--- src/dir_pkg.sv ---
// package for the identification register bank: register indices,
// field layout, fixed field values and the readable words.
// assumes a 16-bit register space reached over a 32-bit wishbone bus.
`default_nettype none

package dir_pkg;

  // ==========================================================
  // register indices (byte address on the bus is four times these)
  localparam logic [15:0] IDX_PROG_VOLT  = 16'hF078;
  localparam logic [15:0] IDX_MEMORY     = 16'hF07A;
  localparam logic [15:0] IDX_PART_CODE  = 16'hF07C;
  localparam logic [15:0] IDX_MAKER_CODE = 16'hF07E;

  // ==========================================================
  // field positions
  localparam int MAKER_FIELD_LSB = 5;
  localparam int PART_FIELD_LSB  = 4;
  localparam int MEM_KIND_LSB    = 12;
  localparam int PROG_HV_LSB     = 8;

  // ==========================================================
  // fixed contents
  localparam logic [4:0]  MAKER_LOW_BITS   = 5'h03;
  localparam int          MEM_SIZE_KBYTES  = 832;
  localparam int          MEM_SIZE_UNIT_KB = 4;
  localparam logic [11:0] MEM_SIZE_FIELD   =
    12'(MEM_SIZE_KBYTES / MEM_SIZE_UNIT_KB);
  localparam logic [3:0]  MEM_KIND_NONE    = 4'h0;
  localparam logic [3:0]  MEM_KIND_MROM    = 4'h1;
  localparam logic [3:0]  MEM_KIND_FLASH   = 4'h2;
  localparam logic [3:0]  MEM_KIND_HPFLASH = 4'h3;
  localparam logic [3:0]  MEM_KIND_BUSY    = 4'hF;
  localparam int          PROG_SUPPLY_MV   = 5000;
  localparam int          PROG_SCALE_V     = 20;
  localparam int          PROG_SCALE_DIV   = 256;
  localparam logic [7:0]  PROG_SUPPLY_FIELD =
    8'(PROG_SUPPLY_MV * PROG_SCALE_DIV / (PROG_SCALE_V * 1000));
  localparam logic [7:0]  PROG_HV_FIELD    = 8'h00;

  // ==========================================================
  // readable words
  localparam logic [15:0] PROG_RESET_VALUE = 16'h0040;
  localparam logic [15:0] MEM_RESET_VALUE  = 16'h30D0;
  localparam logic [15:0] MEM_BUSY_VALUE   = 16'hF0D0;

  typedef enum logic [1:0] {
    INIT_STRAP,
    INIT_RUNNING,
    INIT_DONE
  } dir_init_state_type;

  // true when a byte address selects the given register index
  function automatic logic dir_hit(input logic [31:0] adr,
                                   input logic [15:0] idx);
    return adr[31:2] == {14'h0000, idx};
  endfunction

endpackage

`default_nettype wire

--- src/dir_init_track.sv ---
// tracks whether the on-chip flash has finished initializing.
// assumes the external access pin is stable around reset release and
// that the flash controller raises init_done_i once it has finished.
`default_nettype none

module dir_init_track
  import dir_pkg::*;
(
  input  wire logic clk_i,
  input  wire logic rst_i,
  input  wire logic external_access_pin_i,
  input  wire logic init_done_i,
  output var  logic ready_o
);

  dir_init_state_type state_q;

  // ==========================================================
  // strap capture and completion
  // the pin level is taken at the first edge after release, so the
  // reset branch loads only constants
  always_ff @(posedge clk_i) begin
    if (rst_i) begin
      state_q <= INIT_STRAP;
    end else begin
      case (state_q)
        INIT_STRAP: begin
          if (external_access_pin_i || init_done_i) begin
            state_q <= INIT_DONE;
          end else begin
            state_q <= INIT_RUNNING;
          end
        end
        INIT_RUNNING: begin
          if (init_done_i) begin
            state_q <= INIT_DONE;
          end
        end
        INIT_DONE: begin
          state_q <= INIT_DONE;
        end
        default: begin
          state_q <= INIT_STRAP;
        end
      endcase
    end
  end

  always_ff @(posedge clk_i) begin
    if (rst_i) begin
      ready_o <= 1'b0;
    end else begin
      case (state_q)
        INIT_STRAP:   ready_o <= external_access_pin_i || init_done_i;
        INIT_RUNNING: ready_o <= init_done_i;
        INIT_DONE:    ready_o <= 1'b1;
        default:      ready_o <= 1'b0;
      endcase
    end
  end

endmodule

`default_nettype wire

--- src/dir_id_regs.sv ---
// identification register bank behind a classic wishbone slave.
// assumes one clock and a synchronous active-high reset; the flash
// controller reports init completion on flash_init_done_i.
//
// How it works
// - four read-only id registers sit in the extended register space.
// - software cannot change any id register.
// - maker register holds maker code on top, fixed bits below.
// - part register holds fixed part code and a 4-bit silicon revision.
// - memory size field is size in kbytes over four, 832 kbytes here.
// - memory kind field reports high-performance flash, code 3.
// - supply field is volts times 256 over 20, 40h for 5 V.
// - high-voltage field reads 00h, no external supply needed.
// - id contents are only trusted after flash init has finished.
// - internal boot (pin high at reset) means init already done.
// - external boot (pin low at reset) leaves id values not yet valid.
// - before init, memory reads F0D0h and voltage reads 0040h.
//
// The Wishbone interface to the registers was chosen for this implementation.
`default_nettype none

module dir_id_regs
  import dir_pkg::*;
#(
  // arbitrary identity values, not those of any real part
  parameter logic [10:0] MAKER_CODE = 11'h2A5,
  parameter logic [11:0] PART_CODE  = 12'h7C3,
  parameter logic [3:0]  SILICON_REV = 4'h1
) (
  input  wire logic        clk_i,
  input  wire logic        rst_i,
  input  wire logic        wb_cyc_i,
  input  wire logic        wb_stb_i,
  input  wire logic        wb_we_i,
  input  wire logic [31:0] wb_adr_i,
  input  wire logic [3:0]  wb_sel_i,
  input  wire logic [31:0] wb_dat_i,
  output var  logic [31:0] wb_dat_o,
  output var  logic        wb_ack_o,
  input  wire logic        external_access_pin_i,
  input  wire logic        flash_init_done_i,
  output var  logic        flash_ready_o
);

  logic        ready;
  logic        req;
  logic [15:0] rd_word;
  logic [15:0] maker_word;
  logic [15:0] part_word;
  logic [15:0] mem_word;
  logic [15:0] prog_word;

  // ==========================================================
  // flash init tracking
  dir_init_track u_init (
    .clk_i                 (clk_i),
    .rst_i                 (rst_i),
    .external_access_pin_i (external_access_pin_i),
    .init_done_i           (flash_init_done_i),
    .ready_o               (ready)
  );

  always_ff @(posedge clk_i) begin
    if (rst_i) begin
      flash_ready_o <= 1'b0;
    end else begin
      flash_ready_o <= ready;
    end
  end

  // ==========================================================
  // register contents
  assign maker_word = {MAKER_CODE, MAKER_LOW_BITS};
  assign part_word  = {PART_CODE, SILICON_REV};
  // top memory bits stay set until flash init completes
  assign mem_word   = ready ? {MEM_KIND_HPFLASH, MEM_SIZE_FIELD}
                            : MEM_BUSY_VALUE;
  assign prog_word  = {PROG_HV_FIELD, PROG_SUPPLY_FIELD};

  always_comb begin
    rd_word = 16'h0000;
    if (dir_hit(wb_adr_i, IDX_MAKER_CODE)) begin
      rd_word = maker_word;
    end else if (dir_hit(wb_adr_i, IDX_PART_CODE)) begin
      rd_word = part_word;
    end else if (dir_hit(wb_adr_i, IDX_MEMORY)) begin
      rd_word = mem_word;
    end else if (dir_hit(wb_adr_i, IDX_PROG_VOLT)) begin
      rd_word = prog_word;
    end
  end

  // ==========================================================
  // wishbone slave
  // every access is answered one cycle after it is taken; unmapped
  // reads and all writes return zero
  assign req = wb_cyc_i && wb_stb_i && !wb_ack_o;

  always_ff @(posedge clk_i) begin
    if (rst_i) begin
      wb_ack_o <= 1'b0;
    end else begin
      wb_ack_o <= req;
    end
  end

  always_ff @(posedge clk_i) begin
    if (rst_i) begin
      wb_dat_o <= 32'h0000_0000;
    end else if (req && !wb_we_i) begin
      wb_dat_o <= {16'h0000, rd_word};
    end else if (req) begin
      wb_dat_o <= 32'h0000_0000;
    end
  end

  logic [15:0] ack_word;
  logic        rd_ack;
  logic [3:0]  since_rst_q;
  logic [31:0] taken_adr_q;
  logic        taken_we_q;
  logic        taken_ready_q;

  assign ack_word = wb_dat_o[15:0];
  assign rd_ack   = wb_ack_o && !wb_we_i;

  always_ff @(posedge clk_i) begin
    if (rst_i) begin
      since_rst_q <= 4'h0;
    end else if (since_rst_q != 4'hF) begin
      since_rst_q <= since_rst_q + 4'h1;
    end
  end

  // the last taken access, kept so that each answer can be judged
  // against what was asked even if the master moves its address
  always_ff @(posedge clk_i) begin
    if (rst_i) begin
      taken_adr_q   <= 32'h0000_0000;
      taken_we_q    <= 1'b0;
      taken_ready_q <= 1'b0;
    end else if (req) begin
      taken_adr_q   <= wb_adr_i;
      taken_we_q    <= wb_we_i;
      taken_ready_q <= ready;
    end
  end
endmodule

`default_nettype wire

--- config.mk ---
export PLATFORM = sky130hd
export DESIGN_NAME = dir_id_regs
export DESIGN_NICKNAME = d
export VERILOG_FILES = /design/src/dir_pkg.sv /design/src/dir_init_track.sv /design/src/dir_id_regs.sv
export SDC_FILE = /design/constraint.sdc
export NUM_CORES = 1
export LEC_CHECK = 0
export BUFFER_PORTS_ARGS = -buffer_cell sky130_fd_sc_hd__buf_2
export CAP_MARGIN = 20
export CELL_PAD_IN_SITES_DETAIL_PLACEMENT = 1
export CELL_PAD_IN_SITES_GLOBAL_PLACEMENT = 1
export CORE_MARGIN = 2
export CORE_UTILIZATION = 20
export DETAILED_ROUTE_END_ITERATION = 12
export PLACE_DENSITY_LB_ADDON = 0.15
export SYNTH_ARGS = -nofsm -noshare
export SYNTH_HDL_FRONTEND = slang
export SYNTH_SLANG_ARGS = --single-unit
--- constraint.sdc ---
create_clock -name clk_i -period 2.5 [get_ports clk_i]
set_input_delay 0.375 -clock clk_i [delete_from_list [all_inputs] [get_ports clk_i]]
set_output_delay 0.375 -clock clk_i [all_outputs]
set_load 0.03 [all_outputs]
==> results of run 1 <==
-- cells in the mapped netlist (2+ instances only) --
cell type                 count
sky130_fd_sc_hd__o31ai_2      2
sky130_fd_sc_hd__o21ai_1      7
sky130_fd_sc_hd__nor4_1       4
sky130_fd_sc_hd__nor2_1       8
sky130_fd_sc_hd__ha_1         4
sky130_fd_sc_hd__dfxtp_1     14
sky130_fd_sc_hd__nand3_1      2
sky130_fd_sc_hd__a21oi_1      3
sky130_fd_sc_hd__buf_4       23
sky130_fd_sc_hd__nor3_1       2
sky130_fd_sc_hd__inv_1        6
sky130_fd_sc_hd__nand2_1     10
-- layout make-up --
| class | instances | area [sq um] | area share |
|---|---|---|---|
| multi-input cells | 74 | 409.1 | 0.3789 |
| flip-flops and latches | 14 | 280.3 | 0.2596 |
| repair buffers | 50 | 250.2 | 0.2317 |
| well taps | 50 | 62.56 | 0.05794 |
| clock buffers | 4 | 55.05 | 0.05098 |
| inverters | 6 | 22.52 | 0.02086 |
-- state kept, by name, summed over array words and instances (netlist names) --
name,flops
flash_ready_o,1
wb_ack_o,1
u_init.ready_o,1
wb_dat_o,9
u_init.state_q,2
-- placed cells by master, fill, tap and decap left out, drive strengths merged, types with 2 or more instances in the layout --
cell and count:
inv 6, buf 50, nor3 2, clkbuf 4, ha 4, o31ai 2, nor4 4, dfxtp 14
nand3 2, o21ai 8, nor2 8, a21oi 3, nand2 10, conb 20
-- stage by stage --
stage                     cell area, sq um  cells
final                                 1080    198
after global routing                  1080    198
after CTS                             1080    198
after detailed placement              1025    194
after global placement                1025    194
after floorplan                      899.6    119
-- cells by family (layout without fill, tap and decap cells) --
logic type	count (synthesis)	count (layout)	share of synthesized area
AO/OA/AOI/OAI	15	15	0.1148
buffers and inverters	31	60	0.2538
adder cells (fa/ha/maj)	4	4	0.06043
other	1	20	0.004527
flip-flops	14	14	0.3384
AND/OR/NAND/NOR	34	34	0.2175
XOR/XNOR	1	1	0.01058
-- how the worst max path moves through the flow --
stage	start	endpoint	slack, ns	cells past startpoint
detailed placement	rst_i	wb_dat_o[11]$_SDFFE_PP0P_	0.63	5
global route	rst_i	wb_dat_o[11]$_SDFFE_PP0P_	0.81	5
finish	rst_i	wb_dat_o[11]$_SDFFE_PP0P_	0.91	5
CTS	rst_i	wb_dat_o[11]$_SDFFE_PP0P_	0.89	5
global placement	rst_i	wb_dat_o[1]$_SDFFE_PP0P_	0.66	5
floorplan	wb_adr_i[11]	wb_dat_o[11]$_SDFFE_PP0P_	0.89	5
-- routing by layer --
layer / track usage / up-vias
met5: 0 / -
met4: 0.02250 / 0
met3: 0.03783 / 2
met2: 0.1371 / 34
met1: 0.1028 / 349
li1: - / 386
-- power groups by stage --
stage / Sequential [uW] / Clock [uW] / Combinational (uW)
floorplan: 243 / 0 / 100
global placement: 240 / 0 / 119
detailed placement: 241 / 0 / 122
CTS: 236 / 229 / 122
global route: 236 / 236 / 135
finish: 235 / 217 / 121
==> results, run 1 <==
- The worst ir drop on vdd is between 0.0002 and 0.00025 V.
- After clock tree synthesis, the clock-pin slew on the worst setup and hold paths is 0.06 ns.
- Summing over every cut layer, the via total after detailed routing is 771.
- The cell internal power dissipation is 409.5 uW.
- Summed over all nets, wire length on met3 after detailed routing comes to 198 microns.
- The critical-path cell with the highest stage delay is sky130_fd_sc_hd__or4_4.
- The reg-to-reg setup timing slack is 1.10 ns.
- The wire length on met2 is around 1100 microns.
- In this run the count of I/O pins placed on the die edge is 109.
- The worst slack at placement is 0.6287 ns.
- In this run, the number of DRC markers left after iteration 0 of detailed routing was 22.
- The number of cells on the worst reg-to-reg path is 3.
- The worst path needs 1.585 ns of the cycle, external delays included.
- The remaining design rule violation count is 0.
- The end point of the worst hold path is u_init.state_q[0]$_SDFFE_PP0P_.
- After detailed routing, the average wire length per cell comes to 10.55 microns.
- Of the cells placed in the final design, the portion with a size suffix greater than 1 is 0.3851.
- After legalization and detailed placement, the total HPWL measured 1800 microns.
- After the last flow step, the layout net total stands at 228.
- The wire length of the first global-routing pass is 2960 microns.
- The worst hold path depth is 2.
- The cell family with the largest share of critical-path delay is simple AND/OR/NAND/NOR gates.
- The clock tree buffer depth is 2.
- Of the available clock period, the critical path in the final layout requires 0.6341.
- The signal on the critical path passes through buf_2 > nor4bb_1 > nand3_1 > or4_4 > o31ai_2.
- Entering global routing, the biggest net connects 10 pins.
- The count of flip-flops with a built-in enable after synthesis is 0.
- The length of routed wiring on met1 is roughly 800 microns.
- Counting flops and latches in the post-synthesis netlist gives 14.
- The worst hold slack is 0.3449 ns.
- The clock latency on the worst-skew pair is ~0.24 ns.
- In this run the post-CTS setup repair buffer count came out at 0.
- Setup slack on the critical path of the routed design comes to 0.9147 ns.
- The horizontal extent of the die is 68.36 microns.
- In this run the most critical hold path is launched from flash_init_done_i.
- The max-slew violation count was 0.
- The depth of the CTS H-tree is 1.
- In this run the critical register-to-register path is launched from wb_ack_o$_SDFF_PP0_.
- The share of total power dissipated in sequential elements is 0.411.
- The floorplan has 23 rows.
- The number of setup violations in the final report is 0.
- Dividing the detail-routed via count by the number of cells gives 3.894.
- In the synthesized netlist, the number of instances is 100.
- Counting the fill cells in the layout gives 519.
- Of the total power, the share spent switching nets is 0.2858.
- The register area share after synthesis is 0.3384.
- The count of TritonRoute iterations in the first routing pass is 3.
- Yosys attributes the largest share of cell area to sky130_fd_sc_hd__dfxtp_1 34%, sky130_fd_sc_hd__buf_4 21%, sky130_fd_sc_hd__ha_1 6.0%, sky130_fd_sc_hd__nand2_1 4.5%, sky130_fd_sc_hd__o21ai_1 4.2%.
- For this run, the leading register cell type out of synthesis is sky130_fd_sc_hd__dfxtp_1.
- The post-CTS resize count is 0.
- The mapped netlist covers 828.3 sq um.
- Together, buffers and inverters on the worst path number 1.
- Power spread over the standard cell area amounts to 531.1 mW/mm^2.
- The critical path startpoint category is an input port.
- The worst register-to-register path ends at wb_dat_o[11]$_SDFFE_PP0P_.
- The via count of the first global-routing pass is between 600 and 700.
- Based on the critical path, the design can be clocked at up to about 630 MHz.
- The flow ran to the end, and the final reports show no timing, DRC or antenna violations.
- The path type of the worst setup path is input port to flop.
- The core occupancy in the finished layout is 0.2699.
- Setup repair after global routing left no endpoint under its margin.
- The number of maximum-capacitance constraint violations is 0.
- The critical path data arrival time is roughly 1.8 ns.
- The switching power is 163.9 uW.
- The share of synthesized area in the top cell type comes to 0.3384.
- The power share of the clock group is 0.378.
- The area enclosed by the die boundary is ~0.0047 sq mm.
- The combinational group share of total power is 0.211.
- The endpoint type of the worst setup path is a flop.
- After detailed routing, no signal wire sits above met4.
- Counting flops with an async set or reset pin after synthesis yields a share of 0.
- The most area-hungry cell type in the Yosys netlist is sky130_fd_sc_hd__dfxtp_1.
- The cell at the root of the clock tree is sky130_fd_sc_hd__clkbuf_8.
- The number of antenna diodes in the final layout is 0.
- Routability-driven placement finished with a final weighted congestion of 0.7691.
- The initial utilization of the core area, before any placement, comes to 0.2071.
- The warning count from the yosys run is 0.
- The number of antenna violations at the first check in global routing is 0.
- Clock tree synthesis inserted a total of 3 buffers.
- In the global route stage, overall resource usage came out at 0.08516.
- TritonCTS built the clock tree.
- The clock net in this run drives a total of 14 sinks.
- The clock tree skew after final layout is 0.001050 ns.
- The standby leakage power is 0.0005597 uW.
- The sum of negative setup slack is 0 ns.
- After global routing the overflow that remains totals 0.
- For this design, the CTS-stage hold fixing added 0 buffers.
- After detailed routing, the total wire length is 2089 microns.
- The largest stage delay on the critical path is 0.60 ns.
- The count of port buffers added during placement is 50.
- The total power after layout is approximately 570 uW.
- The number of nets with antenna violations after routing is 0.
- The largest driver fanout on the critical path is 9.
- Compared with the post-synthesis result, the final layout area differs by 30.36%.
- For the worst setup path, the data required time is 2.66 ns.
- The placeable core region is 0.004000 sq mm.
- The hold violation count in the final report was 0.
- The post-synthesis average cell area is 8.283 sq um.
- In this run, distinct cell masters in the synthesized netlist total 27.
- In this run the vertical extent of the chip is 68.36 microns.
- The tightest min-delay check is of the input port to flop type.
Power figures use the tool's default switching activity.
==> run 2: changes to the inputs <==
--- a/config.mk
+++ b/config.mk
@@ -10,7 +10,7 @@
 export CELL_PAD_IN_SITES_DETAIL_PLACEMENT = 1
 export CELL_PAD_IN_SITES_GLOBAL_PLACEMENT = 1
 export CORE_MARGIN = 2
-export CORE_UTILIZATION = 20
+export CORE_UTILIZATION = 19
 export DETAILED_ROUTE_END_ITERATION = 12
 export PLACE_DENSITY_LB_ADDON = 0.15
 export SYNTH_ARGS = -nofsm -noshare
==> constraint.sdc (replaced) <==
create_clock -name clk_i -period 1.6 [get_ports clk_i]
set_input_delay 0.24 -clock clk_i [delete_from_list [all_inputs] [get_ports clk_i]]
set_output_delay 0.24 -clock clk_i [all_outputs]
set_load 0.03 [all_outputs]
==> results, run 2 (same netlist as run 1, synthesis figures left out) <==
- The flow ran to the end, and the final reports show no timing, DRC or antenna violations.
- The hold-fix buffer count after cts is 0.
- The setup path with the least slack is of type input port to flop.
- In this run the register-to-register setup slack is 0.19 ns.
- The worst hold path begins at flash_init_done_i.
- Once the clock tree was built, the resizer swapped 0 gates to a different size.
- The tree built by TritonCTS fans out to 14 sinks.
- The total congestion overflow is 0.
- The critical-path cell with the highest stage delay is sky130_fd_sc_hd__or4_4.
- In this design, the stage delay of the slowest critical-path cell is around 0.60 ns.
- Setup violations remaining at the end of the flow were counted as 0.
- The final layout contains routed wiring with a total length of between 1500 and 2000 microns.
- The clock reaches the later pin of the worst-skew pair after 0.24 ns.
- Counting instances, the worst hold path has a depth of 2.
- Clock tree synthesis inserted a total of 3 buffers.
- The number of diodes added for antenna fixing is 0.
- The total area inside the core boundary comes to 0.004264 sq mm.
- The post-detailed-route via-to-cell ratio is 3.770.
- The switching power is 243.3 uW.
- The worst setup path is captured at a flop.
- The remaining design rule violation count is 0.
- The count of port buffers added during placement is 50.
- The number of nets in the finished design is roughly 230.
- The share of total power in sequential cells is 0.442.
- The first detailed-routing pass took 4 iterations.
- Setup repair after global routing left no endpoint under its margin.
- The largest registers in the layout are wb_dat_o (9), u_init.state_q (2).
- Measured along the x axis, the die boundary spans roughly 70 microns.
- The top cell types in the final layout, fill and taps aside, are 50 x sky130_fd_sc_hd__buf_2, 20 x sky130_fd_sc_hd__conb_1, 14 x sky130_fd_sc_hd__dfxtp_1.
- Total power for the finished layout comes to 833.1 uW.
- The critical path data arrival time is 1.58 ns.
- Measured along the y axis, the die boundary spans 70.03 microns.
- The wire length of the first global-routing pass is just over 3000 microns.
- The share of final-layout standard cells stronger than drive strength 1 is 0.3851.
- The detailed router finished its first iteration with 12 violations.
- The detail route stage leaves a number of antenna-violating nets equal to 0.
- Clock skew on the completed layout was measured at 0.0002682 ns.
- Dividing the detail-routed wire length by the instance count gives 9.780 microns.
- The area added between synthesis and finish is 29.91%.
- The total global-route track usage is 0.07798.
- For the worst flop-to-flop path, the logic depth is 3.
- The portion of the clock cycle consumed by the worst path in the final layout is 0.8927.
- The hold violation count in the final report is 0.
- The clock tree buffer depth is 2.
- The summed area of non-filler cells in the final layout is approximately 0.0011 sq mm.
- The worst hold path class is input port to flop.
- The congestion estimate from routability-driven global placement came to 0.6336.
- The cell internal power dissipation is 589.9 uW.
- The register with the most flip-flops in the layout has 9 of them.
- The tool flagged a number of max-cap violations equal to 0.
- The depth of the CTS H-tree is 1.
- Leaving out fill and tap cells, the most frequent cell in the layout is sky130_fd_sc_hd__buf_2.
- After clock tree synthesis, the clock-pin slew on the worst setup and hold paths is 0.05 ns.
- The floorplan has 24 rows.
- The critical path goes through buf_2 > nor4bb_1 > nand3_1 > or4_4 > o31ai_2.
- The largest driver fanout on the critical path is 9.
- The I/O pin total is 109.
- The combinational group share of total power is 0.230.
- The total power divided by cell area is a little under 800 mW/mm^2.
- The buffer and inverter count on the worst path is 1.
- Summed over all cells, the static leakage comes to ~0.00056 uW.
- The endpoint identified for the worst register-to-register timing path is wb_dat_o[1]$_SDFFE_PP0P_.
- Of the total power, the share spent switching nets is 0.2920.
- The worst hold path terminates at u_init.state_q[0]$_SDFFE_PP0P_.
- The detailed placer's ending HPWL is 1681 microns.
- Of the total power, the clock network draws 0.329.
- The max-slew violation count is 0.
- The number of antenna violations at the first check in global routing is 0.
- The post-route minimum period is around 1.4 ns.
- In this run the clock root is driven by a sky130_fd_sc_hd__clkbuf_8.
- The pin count of the biggest net entering global routing is 10.
- The critical path startpoint category is an input port.
- The register with the highest flop count is wb_dat_o.
- The data required time of the worst path is 1.75 ns.
- The reg-to-reg startpoint is wb_ack_o$_SDFF_PP0_.
- The floorplan step defined a die boundary enclosing between 0.004 and 0.005 sq mm.
- The starting density of the core is 0.1942.
- The via count of the first global-routing pass is 719.
- The highest clock frequency the design can meet is 700.1 MHz.
- The post-CTS setup repair buffer count is 0.
- After detailed placement, the total cell area comes to 0.001035 sq mm.
- TritonCTS built the clock tree.
- Detailed routing inserted a total of 754 vias.
- Adding up every negative setup slack in the final design gives 0 ns.
- In this design, the largest share of critical-path delay is due to simple AND/OR/NAND/NOR gates.
- The worst ir drop on vdd is about 0.0003 V.
-- run 2: cell types whose count changed in the layout (fill, tap and decap cells not counted), sizes merged --
cell | before | now
clkbuf | 4 | 3
buf | 50 | 51
-- run 2: how the worst max path moves through the flow --
| stage | start | to | slack [ns] | cells past startpoint |
|---|---|---|---|---|
| floorplan | wb_ack_o$_SDFF_PP0_ | wb_dat_o[11]$_SDFFE_PP0P_ | 0.09 | 4 |
| global placement | rst_i | wb_dat_o[1]$_SDFFE_PP0P_ | -0.07 | 5 |
| detailed placement | wb_adr_i[9] | wb_dat_o[1]$_SDFFE_PP0P_ | -0.12 | 5 |
| CTS | wb_adr_i[9] | wb_dat_o[1]$_SDFFE_PP0P_ | 0.14 | 5 |
| global route | wb_adr_i[9] | wb_dat_o[11]$_SDFFE_PP0P_ | 0.01 | 5 |
| finish | wb_adr_i[9] | wb_dat_o[1]$_SDFFE_PP0P_ | 0.17 | 5 |
-- run 2: area by class of cell --
| type | instances | area, sq um |
|---|---|---|
| Fill cell | 547 | 3188 |
| Timing Repair Buffer | 51 | 257.7 |
| Inverter | 6 | 22.52 |
| Tap cell | 52 | 65.06 |
| Clock buffer | 3 | 41.29 |
| Sequential cell | 14 | 280.3 |
| Multi-Input combinational cell | 74 | 409.1 |
-- run 2: stage by stage --
step / utilization / cells / hold slack, ns / setup slack [ns]
3_5_place_dp: 0.2427 / 197 / 0.4394 / -0.1157
4_1_cts: 0.2523 / 200 / 0.2039 / 0.1389
5_1_grt: 0.2523 / 200 / 0.2161 / 0.01383
3_3_place_gp: 0.2427 / 197 / 0.4335 / -0.06647
2_1_floorplan: - / 119 / 0.3067 / 0.08615
6_report: 0.2523 / 200 / 0.2188 / 0.1717
-- run 2: worst reg2reg max path, stage by stage, from the launching register on --
cell and delay, ns:
sky130_fd_sc_hd__dfxtp_1 0.30, sky130_fd_sc_hd__nand3b_1 0.18, sky130_fd_sc_hd__or4_4 0.63, sky130_fd_sc_hd__o31ai_2 0.21
-- run 2: routing by layer --
metal	track usage	up-vias	wire, microns
li1	-	389	-
met1	0.08963	325	836
met2	0.1333	38	937
met3	0.02886	2	168
met4	0.02564	0	13
met5	0	-	0
-- run 2: power groups by stage --
stage | sequential (uW) | combinational (uW) | clock (uW)
finish | 368 | 191 | 274
global placement | 375 | 188 | 0
CTS | 368 | 193 | 293
detailed placement | 376 | 192 | 0
floorplan | 380 | 157 | 0
global route | 369 | 214 | 302
==> run 3: changes to the inputs <==
==> constraint.sdc (replaced) <==
create_clock -name clk_i -period 1.5 [get_ports clk_i]
set_input_delay 0.225 -clock clk_i [delete_from_list [all_inputs] [get_ports clk_i]]
set_output_delay 0.225 -clock clk_i [all_outputs]
set_load 0.03 [all_outputs]
==> results, run 3 (same netlist as run 1, synthesis figures left out) <==
- The starting density of the core is 0.1942.
- The detail-routed net length per standard cell is between 10 and 15 microns.
- The via count of the first global-routing pass was between 700 and 800.
- In the final design database the tool counted approximately 230 nets.
- The clock tree skew after final layout is 0.001289 ns.
- The critical path startpoint category is a flop.
- The hold violation count in the final report is 0.
- The reg-to-reg startpoint is wb_ack_o$_SDFF_PP0_.
- The area added between synthesis and finish is 32.48%.
- The path type of the worst setup path is flop to flop.
- The largest driver fanout on the critical path is 9.
- The end point of the worst hold path is u_init.state_q[0]$_SDFFE_PP0P_.
- Leaving out fill and tap cells, the most frequent cell in the layout is sky130_fd_sc_hd__buf_2.
- The number of antenna violations at the first check in global routing is 0.
- The first global-routing pass estimated ~3400 microns of wire.
- Buffers placed on the I/O ports in this run total 50.
- The detailed placer's ending HPWL is ~1800 microns.
- After detailed routing, the number of vias per cell comes to 3.881.
- Of the cells placed in the final design, the portion with a size suffix greater than 1 is 0.4027.
- Adding up every negative setup slack in the final design gives 0 ns.
- The number of diodes added for antenna fixing is 0.
- Fill cells in the final layout number 549.
- The cell family with the largest share of critical-path delay is simple AND/OR/NAND/NOR gates.
- The critical path goes through nand3b_1 > or4_4 > o31ai_2.
- In the final layout, the registers with the most flip-flops are wb_dat_o (9), u_init.state_q (2).
- The post-route minimum period is 1.420 ns.
- Of the total power, registers draw 0.405.
- Dividing total power by cell area gives a power density of 884.2 mW/mm^2.
- In this run the power spent charging and discharging nets is 284.2 uW.
- The run finished with clean final reports.
- TritonCTS built the clock tree.
- The floorplan step defined a die boundary enclosing 0.004904 sq mm.
- The power share of the clock group is 0.383.
- The filler-free cell count of the finished design is 201.
- The worst ir drop on vdd is 0.0002402 V.
- The clock slew seen by the registers of the worst setup and hold paths is 0.06 ns.
- At the later pin of the worst-skew pair, clock insertion delay measures 0.25 ns.
- More flip-flops sit in one register than any other, and that register is wb_dat_o.
- For this run, design rule violations remaining after detail routing come to 0.
- The start point of the worst hold path is flash_init_done_i.
- The number of placed cells counting well taps is 197.
- The placeable core region is 0.004264 sq mm.
- The clock net in this run drives a total of 14 sinks.
- Across all register-to-register paths, the minimum setup slack is 0.08 ns.
- The total congestion overflow is 0.
- The count of TritonRoute iterations in the first routing pass is 2.
- The cell at the root of the clock tree is sky130_fd_sc_hd__clkbuf_8.
- The number of setup buffers added after CTS is 0.
- The TritonCTS buffer count is 3.
- The register with the most flip-flops in the layout has 9 of them.
- The site row count is 24.
- The endpoint type of the worst setup path is a flop.
- The y dimension of the die is 70.03 microns.
- In this run the critical register-to-register path is captured at wb_dat_o[1]$_SDFFE_PP0P_.
- The share of total power dissipated in combinational logic is 0.213.
- Derived from the worst setup path, the maximum achievable clock frequency is 704.0 MHz.
- The number of maximum-capacitance constraint violations is 0.
- For this block, the via count after detailed routing is 780.
- CTS built an H-tree with a depth of 1.
- The die is 70.03 microns wide.
- The switching share of power is 0.2929.
- The number of nets with antenna violations after routing is 0.
- The buffer and inverter count on the worst path is 0.
- After layout, the design draws a total of a little under 1000 uW.
- Across all hold checks on the routed design, the worst slack comes to 0.1887 ns.
- The tightest min-delay check is of the input port to flop type.
- The slowest stage of the critical path belongs to the cell sky130_fd_sc_hd__or4_4.
- Setup repair after global routing left no endpoint under its margin.
- The DRC violation total after the first TritonRoute iteration is 14.
- On the worst path, the slowest cell contributes a delay of 0.63 ns.
- Counting cells, the worst reg-to-reg path comes to 3.
- Pin placement for this block handled approximately 110 I/O pins.
- The max-slew violation count is 0.
- Entering global routing, the biggest net connects 10 pins.
- The final wirelength is 2049 microns.
- The cell internal power dissipation is 686.0 uW.
- The congestion estimate from routability-driven global placement came to around 0.66.
- The total global-route track usage is 0.08633.
- The standby leakage power is between 0.0005 and 0.0006 uW.
- The total area of multi-input combinational cells is 415.4 sq um.
- Counting along the longest clock path gives a buffer depth of 2.
- Counting instances, the worst hold path has a depth of 2.
- In the final layout, flip-flops and latches occupy 281.5 sq um.
- The data required time of the worst path is 1.67 ns.
- Setup violations remaining at the end of the flow were counted as 0.
- The portion of the clock cycle consumed by the worst path in the final layout is 0.9470.
- Data on the critical path arrives at its endpoint at 1.59 ns.
- The top cell types in the final layout, fill and taps aside, are 50 x sky130_fd_sc_hd__buf_2, 20 x sky130_fd_sc_hd__conb_1, 13 x sky130_fd_sc_hd__dfxtp_1.
## run 3: worst max-delay path by stage
stage,start,endpoint,slack (ns),cells past startpoint
floorplan,wb_adr_i[11],wb_dat_o[11]$_SDFFE_PP0P_,0.04,5
global placement,rst_i,wb_dat_o[1]$_SDFFE_PP0P_,-0.15,5
detailed placement,rst_i,wb_dat_o[1]$_SDFFE_PP0P_,-0.18,5
CTS,wb_ack_o$_SDFF_PP0_,wb_dat_o[1]$_SDFFE_PP0P_,0.06,3
global route,wb_adr_i[11],wb_dat_o[1]$_SDFFE_PP0P_,0.02,5
finish,wb_ack_o$_SDFF_PP0_,wb_dat_o[1]$_SDFFE_PP0P_,0.08,3
## run 3: area by class of cell
| cell class | instances | area share |
|---|---|---|
| inverters | 6 | 0.02052 |
| well taps | 52 | 0.05929 |
| clock buffers | 4 | 0.05017 |
| multi-input cells | 74 | 0.3786 |
| flip-flops and latches | 14 | 0.2566 |
| repair buffers | 51 | 0.2349 |
## run 3: stage by stage
stage	util	area (sq um)	worst slack, ns
6_report	0.2573	1097	0.07958
2_1_floorplan	-	900.9	0.03911
5_1_grt	0.2573	1097	0.02051
4_1_cts	0.2559	1091	0.06021
3_3_place_gp	0.2430	1036	-0.1519
3_5_place_dp	0.2430	1036	-0.1817
## run 3: repair_timing
action                     4_1_cts  5_1_grt
hold buffers                     0        0
setup endpoints to repair        0        1
resized for setup                0        1
## run 3: layer usage
metal,vias to the layer above,share of wire,global-route usage
met5,-,0,0
met4,0,0.020,0.05556
met3,6,0.095,0.02886
met2,42,0.47,0.1365
met1,342,0.41,0.09912
li1,390,-,-
## run 3: power by group through the flow
stage                     registers [uW]  clock network (uW)  logic [uW]
after floorplan                      406                   0         167
after global placement               401                   0         201
after detailed placement             401                   0         206
after CTS                            393                 391         206
after global routing                 393                 406         230
final                                393                 371         206
